$ cat src/core/sda_consts.svh
// Constants for the sigma-delta converter serial link and its host controller
`ifndef SDA_CONSTS_SVH
`define SDA_CONSTS_SVH
`define SDA_SEL_COMM 3'h0
`define SDA_SEL_SETUP 3'h1
`define SDA_SEL_CLOCK 3'h2
`define SDA_SEL_DATA 3'h3
`define SDA_SEL_TEST 3'h4
`define SDA_SEL_NOP 3'h5
`define SDA_SEL_OFFS 3'h6
`define SDA_SEL_GAIN 3'h7
`define SDA_W8 5'h08
`define SDA_W16 5'h10
`define SDA_W24 5'h18
`define SDA_SETUP_RST 8'h01
`define SDA_CLOCK_RST 8'h05
`define SDA_OFFS_RST 24'h1F4000
`define SDA_GAIN_RST 24'h5761AB
`define SDA_SETUP_HOLD 0
`define SDA_SETUP_UNI 2
`define SDA_CLOCK_BASE 2
`define SDA_CLOCK_HALVE 3
`define SDA_CMD_RW 3
`define SDA_MOD_DIV_M1 8'h7F
`define SDA_MOD_DIV2_M1 8'hFF
`define SDA_LOG2N_BASE 4'h5
`define SDA_SETTLE_LAST 2'h2
`define SDA_ONES_LAST 6'h1F
`define SDA_SCLK_HALF_M1 4'h7
`define SDA_A_CMD 8'h00
`define SDA_A_TX 8'h04
`define SDA_A_RX 8'h08
`define SDA_A_STAT 8'h0C
`define SDA_A_CTRL 8'h10
`define SDA_OKAY 2'h0
`define SDA_SLVERR 2'h2
`endif

$ cat src/core/sda_pkg.sv
// Types and shared decode for the converter link
package sda_pkg;
  `include "sda_consts.svh"
  typedef enum logic [1:0] {DEV_CMD, DEV_WR, DEV_RD} sda_dev_state_t;
  typedef enum logic [1:0] {HOST_IDLE, HOST_HIGH, HOST_LOW, HOST_END} sda_host_state_t;
  typedef struct packed {
    logic [2:0] sclkSy;
    logic [1:0] csSy;
    logic [1:0] dinSy;
    logic [1:0] modSy;
    sda_dev_state_t state;
    logic [4:0] bitCnt;
    logic [4:0] width;
    logic [2:0] sel;
    logic [23:0] rx;
    logic [23:0] tx;
    logic [5:0] ones;
    logic [6:0] comm;
    logic [7:0] setup;
    logic [7:0] clk;
    logic [7:0] test;
    logic [15:0] data;
    logic [23:0] offs;
    logic [23:0] gain;
    logic readyN;
    logic dout;
    logic doutOe;
    logic [7:0] modDiv;
    logic modClkEn;
    logic [27:0] integ1;
    logic [27:0] integ2;
    logic [27:0] integ3;
    logic [27:0] dly1;
    logic [27:0] dly2;
    logic [27:0] dly3;
    logic [8:0] decCnt;
    logic [1:0] settle;
  } sda_dev_st_t;
  typedef struct packed {
    logic awready;
    logic wready;
    logic bvalid;
    logic [1:0] bresp;
    logic arready;
    logic rvalid;
    logic [1:0] rresp;
    logic [31:0] rdata;
    logic awGot;
    logic [7:0] awAddr;
    logic wGot;
    logic [31:0] wData;
    logic [3:0] wStrb;
    logic [1:0] misoSy;
    logic [1:0] rdySy;
    sda_host_state_t state;
    logic [3:0] half;
    logic [5:0] bits;
    logic [5:0] cnt;
    logic [31:0] shift;
    logic [23:0] rxSh;
    logic [4:0] width;
    logic [7:0] lastCmd;
    logic [23:0] txData;
    logic [23:0] rxData;
    logic threeWire;
    logic busy;
    logic sclk;
    logic csN;
    logic mosi;
  } sda_host_st_t;

  // Data-phase width of each target; no-op has none
  function automatic logic [4:0] sda_reg_width(input logic [2:0] sel);
    case (sel)
      `SDA_SEL_DATA: sda_reg_width = `SDA_W16;
      `SDA_SEL_OFFS, `SDA_SEL_GAIN: sda_reg_width = `SDA_W24;
      `SDA_SEL_NOP: sda_reg_width = 5'h00;
      default: sda_reg_width = `SDA_W8;
    endcase
  endfunction : sda_reg_width
endpackage : sda_pkg

$ cat src/core/sda_link_if.sv
// Four-wire serial link between the converter and its host
`timescale 1ns/1ps
interface sda_link_if;
  logic sclk;
  logic csN;
  logic mosi;
  logic miso;
  logic misoOe;
  logic misoPin;
  logic readyN;
  // Undriven output line reads high
  assign misoPin = misoOe ? miso : 1'b1;
  modport dev(input sclk, input csN, input mosi, output miso, output misoOe, output readyN);
  modport host(output sclk, output csN, output mosi, input misoPin, input readyN);
endinterface : sda_link_if

$ cat src/core/sda_adc_dev.sv
// Converter end: serial register port, sinc3 decimator and result coding
// What this block does
// - Unipolar: straight binary from zero scale
// - Bipolar: offset binary, zero at mid-scale
// - Bipolar step twice unipolar, 16-bit span
// - Polarity bit picks transfer function
// - Modulator clock is master clock over 128, or 256 when halved
// - Sinc3 filter, three periods to settle
// - Word rate equals first notch frequency
// - Rate and notch bits move the notches
// - Settles three periods after sync released
// - Sample on rising, drive on falling edges
// - Every word shifted MSB first
// - Chip select high: float output, ignore
// - Three-wire host holds select low
// - Seven registers of 8, 16, 24 bits
// - Command byte: channel, direction, target
// - Data register holds latest result
// - Offset calibration applied, gain coefficient only stored
// - Command byte first, then register access
// - Back to command wait after transfer
// - 32 ones resynchronise, registers kept
// - Ready low on new result, high after read
// - Select bits decode the eight targets
// - Filter-sync hold stops and resets filter
//
// Decided for this implementation: the register addresses and register access over AXI4-Lite.
`timescale 1ns/1ps
`include "sda_consts.svh"
module sda_adc_dev (
  input wire logic mclk,
  input wire logic arst_n,
  sda_link_if.dev link,
  input wire logic modBit,
  output logic modClkEn,
  output logic [1:0] chanSel,
  output logic [2:0] pgaGain,
  output logic powerDown
);
  localparam sda_pkg::sda_dev_st_t DEV_RST = '{state: sda_pkg::DEV_CMD,
    setup: `SDA_SETUP_RST, clk: `SDA_CLOCK_RST, offs: `SDA_OFFS_RST,
    gain: `SDA_GAIN_RST, readyN: 1'b1, sclkSy: 3'b111, csSy: 2'b11, default: '0};
  sda_pkg::sda_dev_st_t st_ff;
  sda_pkg::sda_dev_st_t nxt_st;
  logic rise;
  logic fall;
  logic din;
  logic newRes;
  logic readDone;
  logic [3:0] log2n;
  logic [9:0] nm1;
  logic [5:0] shAmt;
  logic [27:0] c1;
  logic [27:0] c2;
  logic [27:0] c3;
  logic [43:0] scaled;
  logic signed [20:0] code;
  logic signed [24:0] offDiff;
  logic signed [20:0] corr;
  logic [15:0] result;
  logic [23:0] wrVal;
  logic [23:0] rdVal;
  logic [4:0] w;
  logic [7:0] cmdByte;

  always_comb begin
    nxt_st = st_ff;
    newRes = 1'b0;
    readDone = 1'b0;
    rdVal = 24'h000000;
    w = 5'h00;
    cmdByte = {st_ff.rx[6:0], st_ff.dinSy[1]};
    wrVal = {st_ff.rx[22:0], st_ff.dinSy[1]};
    din = st_ff.dinSy[1];
    nxt_st.sclkSy = {st_ff.sclkSy[1:0], link.sclk};
    nxt_st.csSy = {st_ff.csSy[0], link.csN};
    nxt_st.dinSy = {st_ff.dinSy[0], link.mosi};
    nxt_st.modSy = {st_ff.modSy[0], modBit};
    // Edges count only while selected
    rise = st_ff.sclkSy[1] && !st_ff.sclkSy[2] && !st_ff.csSy[1];
    fall = !st_ff.sclkSy[1] && st_ff.sclkSy[2] && !st_ff.csSy[1];
    nxt_st.doutOe = !st_ff.csSy[1];
    // Modulator rate, optionally halved input clock
    nxt_st.modClkEn = 1'b0;
    if (st_ff.modDiv == (st_ff.clk[`SDA_CLOCK_HALVE] ? `SDA_MOD_DIV2_M1 : `SDA_MOD_DIV_M1)) begin
      nxt_st.modDiv = 8'h00;
      nxt_st.modClkEn = 1'b1;
    end else begin
      nxt_st.modDiv = st_ff.modDiv + 8'h01;
    end
    // Decimation ratio 2^log2n sets word rate and notch spacing
    log2n = `SDA_LOG2N_BASE + {3'h0, st_ff.clk[`SDA_CLOCK_BASE]} + {2'h0, st_ff.clk[1:0]};
    nm1 = (10'h001 << log2n) - 10'h001;
    shAmt = {1'b0, log2n, 1'b0} + {2'h0, log2n};
    c1 = st_ff.integ3 - st_ff.dly1;
    c2 = c1 - st_ff.dly2;
    c3 = c2 - st_ff.dly3;
    scaled = {c3, 16'h0000} >> shAmt;
    // Density 0..1 maps to -FS..+FS
    if (st_ff.setup[`SDA_SETUP_UNI]) begin
      code = $signed({1'b0, scaled[18:0], 1'b0}) - 21'sh010000;
    end else begin
      code = $signed({2'h0, scaled[18:0]});
    end
    offDiff = $signed({1'b0, st_ff.offs}) - $signed({1'b0, `SDA_OFFS_RST});
    corr = code - {{4{offDiff[24]}}, offDiff[24:8]};
    if (corr < 21'sh000000) begin
      result = 16'h0000;
    end else if (corr > 21'sh00FFFF) begin
      result = 16'hFFFF;
    end else begin
      result = corr[15:0];
    end
    if (st_ff.setup[`SDA_SETUP_HOLD]) begin
      nxt_st.integ1 = 28'h0000000;
      nxt_st.integ2 = 28'h0000000;
      nxt_st.integ3 = 28'h0000000;
      nxt_st.dly1 = 28'h0000000;
      nxt_st.dly2 = 28'h0000000;
      nxt_st.dly3 = 28'h0000000;
      nxt_st.decCnt = 9'h000;
      nxt_st.settle = 2'h0;
    end else if (st_ff.modClkEn) begin
      // Unpipelined chain, so the third word after release is exact
      nxt_st.integ1 = st_ff.integ1 + {27'h0, st_ff.modSy[1]};
      nxt_st.integ2 = st_ff.integ2 + nxt_st.integ1;
      nxt_st.integ3 = st_ff.integ3 + nxt_st.integ2;
      if (st_ff.decCnt == nm1[8:0]) begin
        nxt_st.decCnt = 9'h000;
        nxt_st.dly1 = st_ff.integ3;
        nxt_st.dly2 = c1;
        nxt_st.dly3 = c2;
        if (st_ff.settle != 2'h3) begin
          nxt_st.settle = st_ff.settle + 2'h1;
        end
        // First two words after release are discarded
        if (st_ff.settle >= `SDA_SETTLE_LAST) begin
          nxt_st.data = result;
          newRes = 1'b1;
        end
      end else begin
        nxt_st.decCnt = st_ff.decCnt + 9'h001;
      end
    end
    // Serial port
    if (rise) begin
      nxt_st.ones = din ? st_ff.ones + 6'h01 : 6'h00;
      nxt_st.rx = {st_ff.rx[22:0], din};
      nxt_st.bitCnt = st_ff.bitCnt + 5'h01;
      case (st_ff.state)
        sda_pkg::DEV_CMD: begin
          if (st_ff.bitCnt == 5'h00 && din) begin
            nxt_st.bitCnt = 5'h00;
          end else if (st_ff.bitCnt == 5'h07) begin
            nxt_st.bitCnt = 5'h00;
            nxt_st.comm = cmdByte[6:0];
            nxt_st.sel = cmdByte[6:4];
            w = sda_pkg::sda_reg_width(cmdByte[6:4]);
            nxt_st.width = w;
            case (cmdByte[6:4])
              `SDA_SEL_COMM: rdVal = {16'h0000, st_ff.readyN, st_ff.comm};
              `SDA_SEL_SETUP: rdVal = {16'h0000, st_ff.setup};
              `SDA_SEL_CLOCK: rdVal = {16'h0000, st_ff.clk};
              `SDA_SEL_DATA: rdVal = {8'h00, st_ff.data};
              `SDA_SEL_TEST: rdVal = {16'h0000, st_ff.test};
              `SDA_SEL_OFFS: rdVal = st_ff.offs;
              `SDA_SEL_GAIN: rdVal = st_ff.gain;
              default: rdVal = 24'h000000;
            endcase
            nxt_st.tx = rdVal << (5'h18 - w);
            if (w == 5'h00) begin
              nxt_st.state = sda_pkg::DEV_CMD;
            end else if (cmdByte[`SDA_CMD_RW]) begin
              nxt_st.state = sda_pkg::DEV_RD;
            end else begin
              nxt_st.state = sda_pkg::DEV_WR;
            end
          end
        end
        sda_pkg::DEV_WR: begin
          if (st_ff.bitCnt == st_ff.width - 5'h01) begin
            nxt_st.bitCnt = 5'h00;
            nxt_st.state = sda_pkg::DEV_CMD;
            case (st_ff.sel)
              `SDA_SEL_COMM: nxt_st.comm = wrVal[6:0];
              `SDA_SEL_SETUP: nxt_st.setup = wrVal[7:0];
              `SDA_SEL_CLOCK: nxt_st.clk = wrVal[7:0];
              `SDA_SEL_TEST: nxt_st.test = wrVal[7:0];
              `SDA_SEL_OFFS: nxt_st.offs = wrVal;
              `SDA_SEL_GAIN: nxt_st.gain = wrVal;
              default: nxt_st.test = st_ff.test;
            endcase
          end
        end
        sda_pkg::DEV_RD: begin
          if (st_ff.bitCnt == st_ff.width - 5'h01) begin
            nxt_st.bitCnt = 5'h00;
            nxt_st.state = sda_pkg::DEV_CMD;
            readDone = st_ff.sel == `SDA_SEL_DATA;
          end
        end
        default: nxt_st.state = sda_pkg::DEV_CMD;
      endcase
      if (st_ff.ones == `SDA_ONES_LAST && din) begin
        nxt_st.state = sda_pkg::DEV_CMD;
        nxt_st.bitCnt = 5'h00;
        nxt_st.ones = 6'h00;
        nxt_st.comm = st_ff.comm;
        nxt_st.setup = st_ff.setup;
        nxt_st.clk = st_ff.clk;
        nxt_st.test = st_ff.test;
        nxt_st.offs = st_ff.offs;
        nxt_st.gain = st_ff.gain;
      end
    end
    if (fall && st_ff.state == sda_pkg::DEV_RD) begin
      nxt_st.dout = st_ff.tx[23];
      nxt_st.tx = {st_ff.tx[22:0], 1'b0};
    end
    // A new result wins over a read finishing in the same cycle
    if (newRes) begin
      nxt_st.readyN = 1'b0;
    end else if (readDone) begin
      nxt_st.readyN = 1'b1;
    end
  end

  always_ff @(posedge mclk or negedge arst_n) begin
    if (!arst_n) begin
      st_ff <= DEV_RST;
    end else begin
      st_ff <= nxt_st;
    end
  end

  assign link.miso = st_ff.dout;
  assign link.misoOe = st_ff.doutOe;
  assign link.readyN = st_ff.readyN;
  assign modClkEn = st_ff.modClkEn;
  assign chanSel = st_ff.comm[1:0];
  assign pgaGain = st_ff.setup[5:3];
  assign powerDown = st_ff.comm[2];
endmodule : sda_adc_dev

$ cat src/flat_wrapper.sv
// flat-port wrapper written by rule: the top's interface ports become plain ports
module sda_adc_dev_flat 
  (mclk, arst_n, modBit, modClkEn, chanSel, pgaGain, powerDown, link_sclk, link_csN, link_mosi, link_miso, link_misoOe, link_readyN);
  sda_link_if link_i ();
  input wire logic mclk;
  input wire logic arst_n;
  input wire logic modBit;
  output logic modClkEn;
  output logic [1:0] chanSel;
  output logic [2:0] pgaGain;
  output logic powerDown;
  input wire logic [$bits(link_i.sclk)-1:0] link_sclk;
  input wire logic [$bits(link_i.csN)-1:0] link_csN;
  input wire logic [$bits(link_i.mosi)-1:0] link_mosi;
  output wire logic [$bits(link_i.miso)-1:0] link_miso;
  output wire logic [$bits(link_i.misoOe)-1:0] link_misoOe;
  output wire logic [$bits(link_i.readyN)-1:0] link_readyN;
  assign link_i.sclk = link_sclk;
  assign link_i.csN = link_csN;
  assign link_i.mosi = link_mosi;
  assign link_miso = link_i.miso;
  assign link_misoOe = link_i.misoOe;
  assign link_readyN = link_i.readyN;
  sda_adc_dev u_core (.mclk(mclk), .arst_n(arst_n), .link(link_i), .modBit(modBit), .modClkEn(modClkEn), .chanSel(chanSel), .pgaGain(pgaGain), .powerDown(powerDown));
endmodule
$ cat config.mk
export PLATFORM = sky130hd
export DESIGN_NAME = sda_adc_dev_flat
export DESIGN_NICKNAME = d
export VERILOG_FILES = /design/src/core/sda_pkg.sv /design/src/core/sda_link_if.sv /design/src/core/sda_adc_dev.sv /design/src/flat_wrapper.sv
export VERILOG_INCLUDE_DIRS = /design/src /design/src/core
export SDC_FILE = /design/constraint.sdc
export NUM_CORES = 1
export LEC_CHECK = 0
export ABC_CLOCK_PERIOD_IN_PS = 11900
export BUFFER_PORTS_ARGS = -buffer_cell sky130_fd_sc_hd__buf_2
export CAP_MARGIN = 10
export CORE_ASPECT_RATIO = 1.2
export CORE_UTILIZATION = 50
export DETAILED_ROUTE_END_ITERATION = 16
export PLACE_DENSITY_LB_ADDON = 0.15
export SKIP_CTS_REPAIR_TIMING = 1
export SYNTH_ARGS = -nofsm -noshare
export SYNTH_HDL_FRONTEND = slang
export SYNTH_SLANG_ARGS = --single-unit
$ cat constraint.sdc
create_clock -name mclk -period 11.9 [get_ports mclk]
set_input_delay 0.595 -clock mclk [delete_from_list [all_inputs] [get_ports mclk]]
set_output_delay 0.595 -clock mclk [all_outputs]
set_load 0.05 [all_outputs]
== After elaboration in Yosys (flattened, before gate mapping) ==
Cells that the tools add are included.

* Flip-flop bits (word level): 363
* Input bits: 6
* Output and inout port bits: 10
* Word-level logic and storage cells: 182

* $add $sub $neg: 20
* Magnitude comparators: 3
* Equal/unequal tests: 29
* Shift-type cells: 3
* Multiplexer cells: 56
* Bitwise operators: 3
* Reductions and logical operators: 37

{| class="wikitable"
|+ Operators with widths
! kind !! number
|-
| 2-to-1 mux 179 bit || 2
|-
| 2-to-1 mux 24 bit || 9
|-
| one-hot mux 24 bit (7 select lines) || 1
|-
| 2-to-1 mux 84 bit || 1
|-
| subtractor 28 bit || 3
|-
| 2-to-1 mux 61 bit || 1
|-
| adder 28 bit || 2
|-
| >> shifter 44 x 6 -> 19 bit || 1
|-
| 2-to-1 mux 8 bit || 5
|-
| 2-to-1 mux 37 bit || 1
|-
| 2-to-1 mux 7 bit || 5
|-
| 2-to-1 mux 16 bit || 2
|-
| 2-to-1 mux 31 bit || 1
|-
| adder 28 x 1 -> 28 bit || 1
|-
| 2-to-1 mux 5 bit || 5
|-
| AND reduction 5 bit || 5
|-
| subtractor 24 x 21 -> 25 bit, second input constant || 1
|-
| << shifter 24 x 5 -> 24 bit || 1
|-
| == test 3 bit, second input constant || 7
|-
| greater-than comparator 21 x 17 -> 1 bit, second input constant || 1
|-
| < comparator 21 x 1 -> 1 bit, second input constant || 1
|-
| 2-to-1 mux 21 bit || 1
|-
| subtractor 20 x 17 -> 21 bit, second input constant || 1
|-
| subtractor 21 bit || 1
|-
| 47 further kinds || 92
|}

== Logic depth before layout (Yosys ltp) ==
* Depth after elaboration: 14
* Mapped depth: 55
* Gate-level depth less buffers: 54

== Worst setup path before layout ==
No wires, ideal clock.

* Path kind: reg-to-reg
* Start: register u_core.st_ff[95] (netlist name)
* End: register u_core.st_ff[243] (netlist name)
* Setup time: 0.076 ns
* Arrival time: 9.594 ns
* Required time: 11.824 ns
* Slack: 2.230 ns
* Cell stages (with the launch flop): 52
* Buffers on the path: 1
* Period minus slack after synthesis: 9.670 ns
* Cells stage by stage: dfrtp_1 > inv_1 > ha_1 > fa_1 > nor2b_1 > o21ai_0 > a21boi_1 > o21ai_0 > a21boi_1 > o21a_1 > o21a_1 > o21ai_1 > nand2b_1 > a21oi_1 > xnor2_1 > ha_1 > and2_1 > a311oi_1 > [16 not listed] > mux2i_1 > a221oi_1 > a21oi_1 > mux2_2 > ha_1 > a21boi_1 > o21ai_0 > a21boi_1 > o21a_1 > a311o_1 > a41oi_1 > o21ai_1 > a2111oi_0 > a31oi_1 > nand3_1 > clkbuf_1 > nor2_1 > o21ai_1

* Cells in the longest elaborated chain, start to end: 10
* Elaborated cells between the ends (all ways): 11
* Classes of those cells: 5 x add/sub; 2 x order compare; 1 x shift; 3 x mux

{| class="wikitable"
|+ RTL lines
! item !! RTL line !! source
|-
| start: declaration || sda_adc_dev.sv:43 || <nowiki>sda_pkg::sda_dev_st_t st_ff;</nowiki>
|-
| start signal: assignment || sda_adc_dev.sv:232 || <nowiki>st_ff <= nxt_st;</nowiki>
|-
| subtractor 28 bit * || sda_adc_dev.sv:95 || <nowiki>c1 = st_ff.integ3 - st_ff.dly1;</nowiki>
|-
| subtractor 28 bit * || sda_adc_dev.sv:96 || <nowiki>c2 = c1 - st_ff.dly2;</nowiki>
|-
| subtractor 28 bit * || sda_adc_dev.sv:97 || <nowiki>c3 = c2 - st_ff.dly3;</nowiki>
|-
| >> shifter 44 x 6 -> 19 bit * || sda_adc_dev.sv:98 || <nowiki>scaled = {c3, 16'h0000} >> shAmt;</nowiki>
|-
| subtractor 20 x 17 -> 21 bit || sda_adc_dev.sv:101 || <nowiki>code = $signed({1'b0, scaled[18:0], 1'b0}) - 21'sh010000;</nowiki>
|-
| 2-to-1 mux 21 bit * || sda_adc_dev.sv:100 || <nowiki>if (st_ff.setup[`SDA_SETUP_UNI]) begin</nowiki>
|-
| subtractor 21 bit * || sda_adc_dev.sv:106 || <nowiki>corr = code - {{4{offDiff[24]}}, offDiff[24:8]};</nowiki>
|-
| greater-than comparator 21 x 17 -> 1 bit || sda_adc_dev.sv:109 || <nowiki>end else if (corr > 21'sh00FFFF) begin</nowiki>
|-
| 2-to-1 mux 16 bit || sda_adc_dev.sv:109 ||
|-
| 2-to-1 mux 16 bit * || sda_adc_dev.sv:107 || <nowiki>if (corr < 21'sh000000) begin</nowiki>
|}

Every way passes the cells marked *; elsewhere a longest branch is shown, timed or not.
A chain may end at the register's enable or synchronous reset.

== Worst setup path in the final report ==
* Start: register u_core.st_ff[95] (netlist name)
* End: register u_core.st_ff[251] (netlist name)

The elaborated chain is that of the path after synthesis.

==> reports/metrics.yaml <==
run_status:
  status: "finished, final reports clean"
sta:
  finalCritPeriodShare: 0.922
  finalClockSkew_ns: 0.0689
  rsz0062_at_grt: "no"
  fin_crit_ns: 10.98
  transition_time_at_the_pin_with_the_least_slew_margin_ns: 1.15
  slew_viol_final: 0
  timing.setup.tns_ns: 0
  relSlewSlack: 0.229
  hold_viol_final: 0
  setup_violations: 0
  max_freq_mhz: 91.1
floorplanning:
  dieWidth_um: 209
  floorplan.die.height_um: 251
  start_util: 0.510
  placementRows: 90
  num_io_pins: 16
  die_area_um2: 52500
  core_um2: 50600
critical_path:
  critical_path_top_delay_cell: "dfrtp_1"
  worstSetupStartpointType: "register"
  critical_path_peak_fanout: 16
  worst-r2r-cell-count: 50
  end_kind: "register"
  timing.setup.critical_path_class: "reg -> reg"
  worst_ep_required_time_ns: 12.38
  crit_arrival_ns: 11.45
  critical_path.max_stage_delay_ns: 0.40
global_route:
  grt_start_max_net_pins: 124
  globalRouteOverflowTotal: 0
  first_pass_grt_wire_length_mm: 110
  vias_in_the_first_global_route: 21300
  antenna_violations_before_repair: 0
  total_routing_resource_utilization_after_global_routing: 0.257
clocking:
  path_clk_slew_ns: 0.06
  cts_inserted_buffers: 42
  cts_htree_levels: 2
  cts_sinks: 360
  clk-insertion-delay-late_ns: 0.60
  clockRootBuffer: "clkbuf_16"
  tritoncts: "built"
  clk_path_buf_depth: 3
yosys:
  dominantRegCellSynth: "dfrtp_1"
  postSynthRegisterBits: 360
  synthArstFlopShare: 1.00
  syn_area_per_cell_um2: 8.54
  synthesis.nets: 3211
  synth_area_um2: 25800
  number_of_synthesized_flops_with_an_enable_pin: 0
  yosysUniqueCellTypes: 91
  synth_warnings: 0
  synth_cells: 3021
  ys_seq_area_frac: 0.351
finish:
  area_growth_pct: 7.92
  nFillCells: 4649
  final_net_count: 3158
  num_antenna_cells: 0
  layout-drive-gt1-share: 0.0920
route:
  route.antenna.remaining_nets: 0
  vias: 21400
  remaining_drc_errors: 0
  vias_per_cell: 5.88
  drt_wl_total_mm: 66.6
  routed_wire_length_per_instance_um: 18.3
  drt_pass1_iterations: 5
  drt_iter0_markers: 1389
place:
  dp_hpwl_mm: 48.7
  port_buffers: 15
  place_congestion: 0.904
job:
  timing.max_cap.violations: 0
power_and_ir_drop:
  peak_supply_drop_mv: 0.114
  power.leakage_uw: 0.0130
  post-layout-total-power_uw: 2870
  cellPowerDensity_nw_per_um2: 103
min_path:
  worst_hold_path_type: "in -> reg"
  worst_hold_path.num_cells: 1
[layer usage]
metal  vias up  track usage  share of wire
li1      10500            -              -
met1     10500        0.299           0.41
met2       355        0.484           0.53
met3       135       0.0279          0.028
met4         0       0.0924          0.036
met5         -            0              0
[cells in the final DEF (no fill, tap or decap), types with 11 or more instances in the layout]
cell / netlist / final
clkinv_2: 0 / 11
o21a_1: 25 / 25
nor2_1: 277 / 277
o31ai_1: 19 / 18
mux2i_1: 78 / 78
buf_4: 5 / 26
xnor2_1: 106 / 106
inv_1: 172 / 172
a21oi_1: 220 / 220
mux4_2: 13 / 13
ha_1: 176 / 176
o21ai_1: 34 / 34
nand2b_1: 33 / 33
nor3_1: 47 / 46
o22ai_1: 16 / 16
a21o_1: 44 / 43
buf_2: 3 / 14
clkbuf_16: 0 / 42
nor2b_1: 24 / 24
clkbuf_8: 0 / 12
a211oi_1: 17 / 17
dfrtp_1: 332 / 331
dfstp_2: 28 / 27
o21ai_0: 169 / 169
o2111ai_1: 12 / 12
nand2_1: 443 / 442
a22oi_1: 20 / 20
o21bai_1: 16 / 16
a221oi_1: 11 / 11
or3_1: 24 / 23
or2_2: 13 / 13
o211ai_1: 21 / 21
mux2_2: 82 / 82
a31oi_1: 23 / 23
and3_1: 37 / 37
nand4_1: 14 / 14
and2_1: 17 / 17
nand3_1: 57 / 56
xor2_1: 92 / 92
[where the power goes]
part           switching (uW)  internal (uW)
Combinational             175           80.2
Sequential               33.7           1260
Clock                     548            775
[synthesized netlist by cell type, types with 11 or more instances]
master | number | area share
a211oi_1 | 17 | 0.0049
a21o_1 | 44 | 0.013
a21oi_1 | 220 | 0.043
a221oi_1 | 11 | 0.0037
a22oi_1 | 20 | 0.0058
a31oi_1 | 23 | 0.0056
and2_1 | 17 | 0.0041
and3_1 | 37 | 0.0090
buf_1 | 18 | 0.0026
clkbuf_1 | 111 | 0.016
dfrtp_1 | 332 | 0.32
dfstp_2 | 28 | 0.029
ha_1 | 176 | 0.085
inv_1 | 172 | 0.025
mux2_2 | 82 | 0.036
mux2i_1 | 78 | 0.030
mux4_2 | 13 | 0.011
nand2_1 | 443 | 0.064
nand2b_1 | 33 | 0.0080
nand3_1 | 57 | 0.011
nand4_1 | 14 | 0.0034
nor2_1 | 277 | 0.040
nor2b_1 | 24 | 0.0058
nor3_1 | 47 | 0.0091
o2111ai_1 | 12 | 0.0041
o211ai_1 | 21 | 0.0061
o21a_1 | 25 | 0.0073
o21ai_0 | 169 | 0.033
o21ai_1 | 34 | 0.0066
o21bai_1 | 16 | 0.0047
o22ai_1 | 16 | 0.0039
o31ai_1 | 19 | 0.0055
or2_2 | 13 | 0.0032
or3_1 | 24 | 0.0058
xnor2_1 | 106 | 0.036
xor2_1 | 92 | 0.031
[cell type report]
cell class                 count  area (um2)  area share
timing repair buffer          41         280      0.0101
clock inverter                18         198     0.00710
clock buffer                  59        1230      0.0444
multi-input combinational   2346       15600       0.560
sequential                   360        9050       0.325
tap                          644         806      0.0290
inverter                     177         664      0.0239
[registers in the layout, summed over array words and instances (netlist names)]
| name | flops |
|---|---|
| u_core.nxt_st | 5 |
| u_core.powerDown | 1 |
| u_core.link.misoOe | 1 |
| u_core.chanSel | 2 |
| u_core.link.miso | 1 |
| u_core.link.readyN | 1 |
| u_core.cmdByte | 8 |
| u_core.st_ff | 337 |
| u_core.modClkEn | 1 |
| u_core.pgaGain | 3 |
[worst paths after layout]
path | from | to | slack [ns]
setup / recovery | u_core.st_ff[95]$_DFFE_PN0P_ | u_core.st_ff[251]$_DFFE_PN0P_ | 0.92
hold / removal | link_csN | u_core.nxt_st[360]$_DFF_PN1_ | 0.09
max in group asynchronous | arst_n | u_core.st_ff[42]$_DFFE_PN0P_ | 9.49
setup reg to reg | u_core.st_ff[95]$_DFFE_PN0P_ | u_core.st_ff[251]$_DFFE_PN0P_ | 0.92
hold reg to reg | u_core.nxt_st[356]$_DFF_PN0_ | u_core.st_ff[356]$_DFF_PN0_ | 0.35
min in group asynchronous | arst_n | u_core.st_ff[8]$_DFFE_PN0P_ | 0.11
[worst max-delay path, delay by kind of cell, from the launching register on]
family / cells / cell delay (ns)
compound gates: 29 / 6.01
flops: 1 / 0.40
simple gates: 10 / 1.87
mux: 3 / 0.74
fa+ha+maj: 5 / 1.48
xor+xnor: 2 / 0.28
buf+inv: 1 / 0.07
[cells by family after synthesis]
| kind of cell | synth area share |
|---|---|
| xor+xnor | 0.0683 |
| simple gates | 0.177 |
| buf+inv | 0.0469 |
| mux | 0.0774 |
| compound gates | 0.188 |
| fa+ha+maj | 0.0916 |
| flops | 0.351 |
[per-stage QoR]
stage	instance area (um2)	util	instances	setup slack, ns	hold slack [ns]
5_1_grt	27800	0.550	3645	0.0269	0.0635
3_3_place_gp	26400	0.522	3568	0.959	0.334
3_5_place_dp	26400	0.522	3568	0.639	0.336
6_report	27800	0.550	3645	0.923	0.0903
4_1_cts	27800	0.550	3645	0.595	0.0654
2_1_floorplan	25800	-	3021	2.23	0.299
No activity file was read; power rests on OpenSTA's default activity.
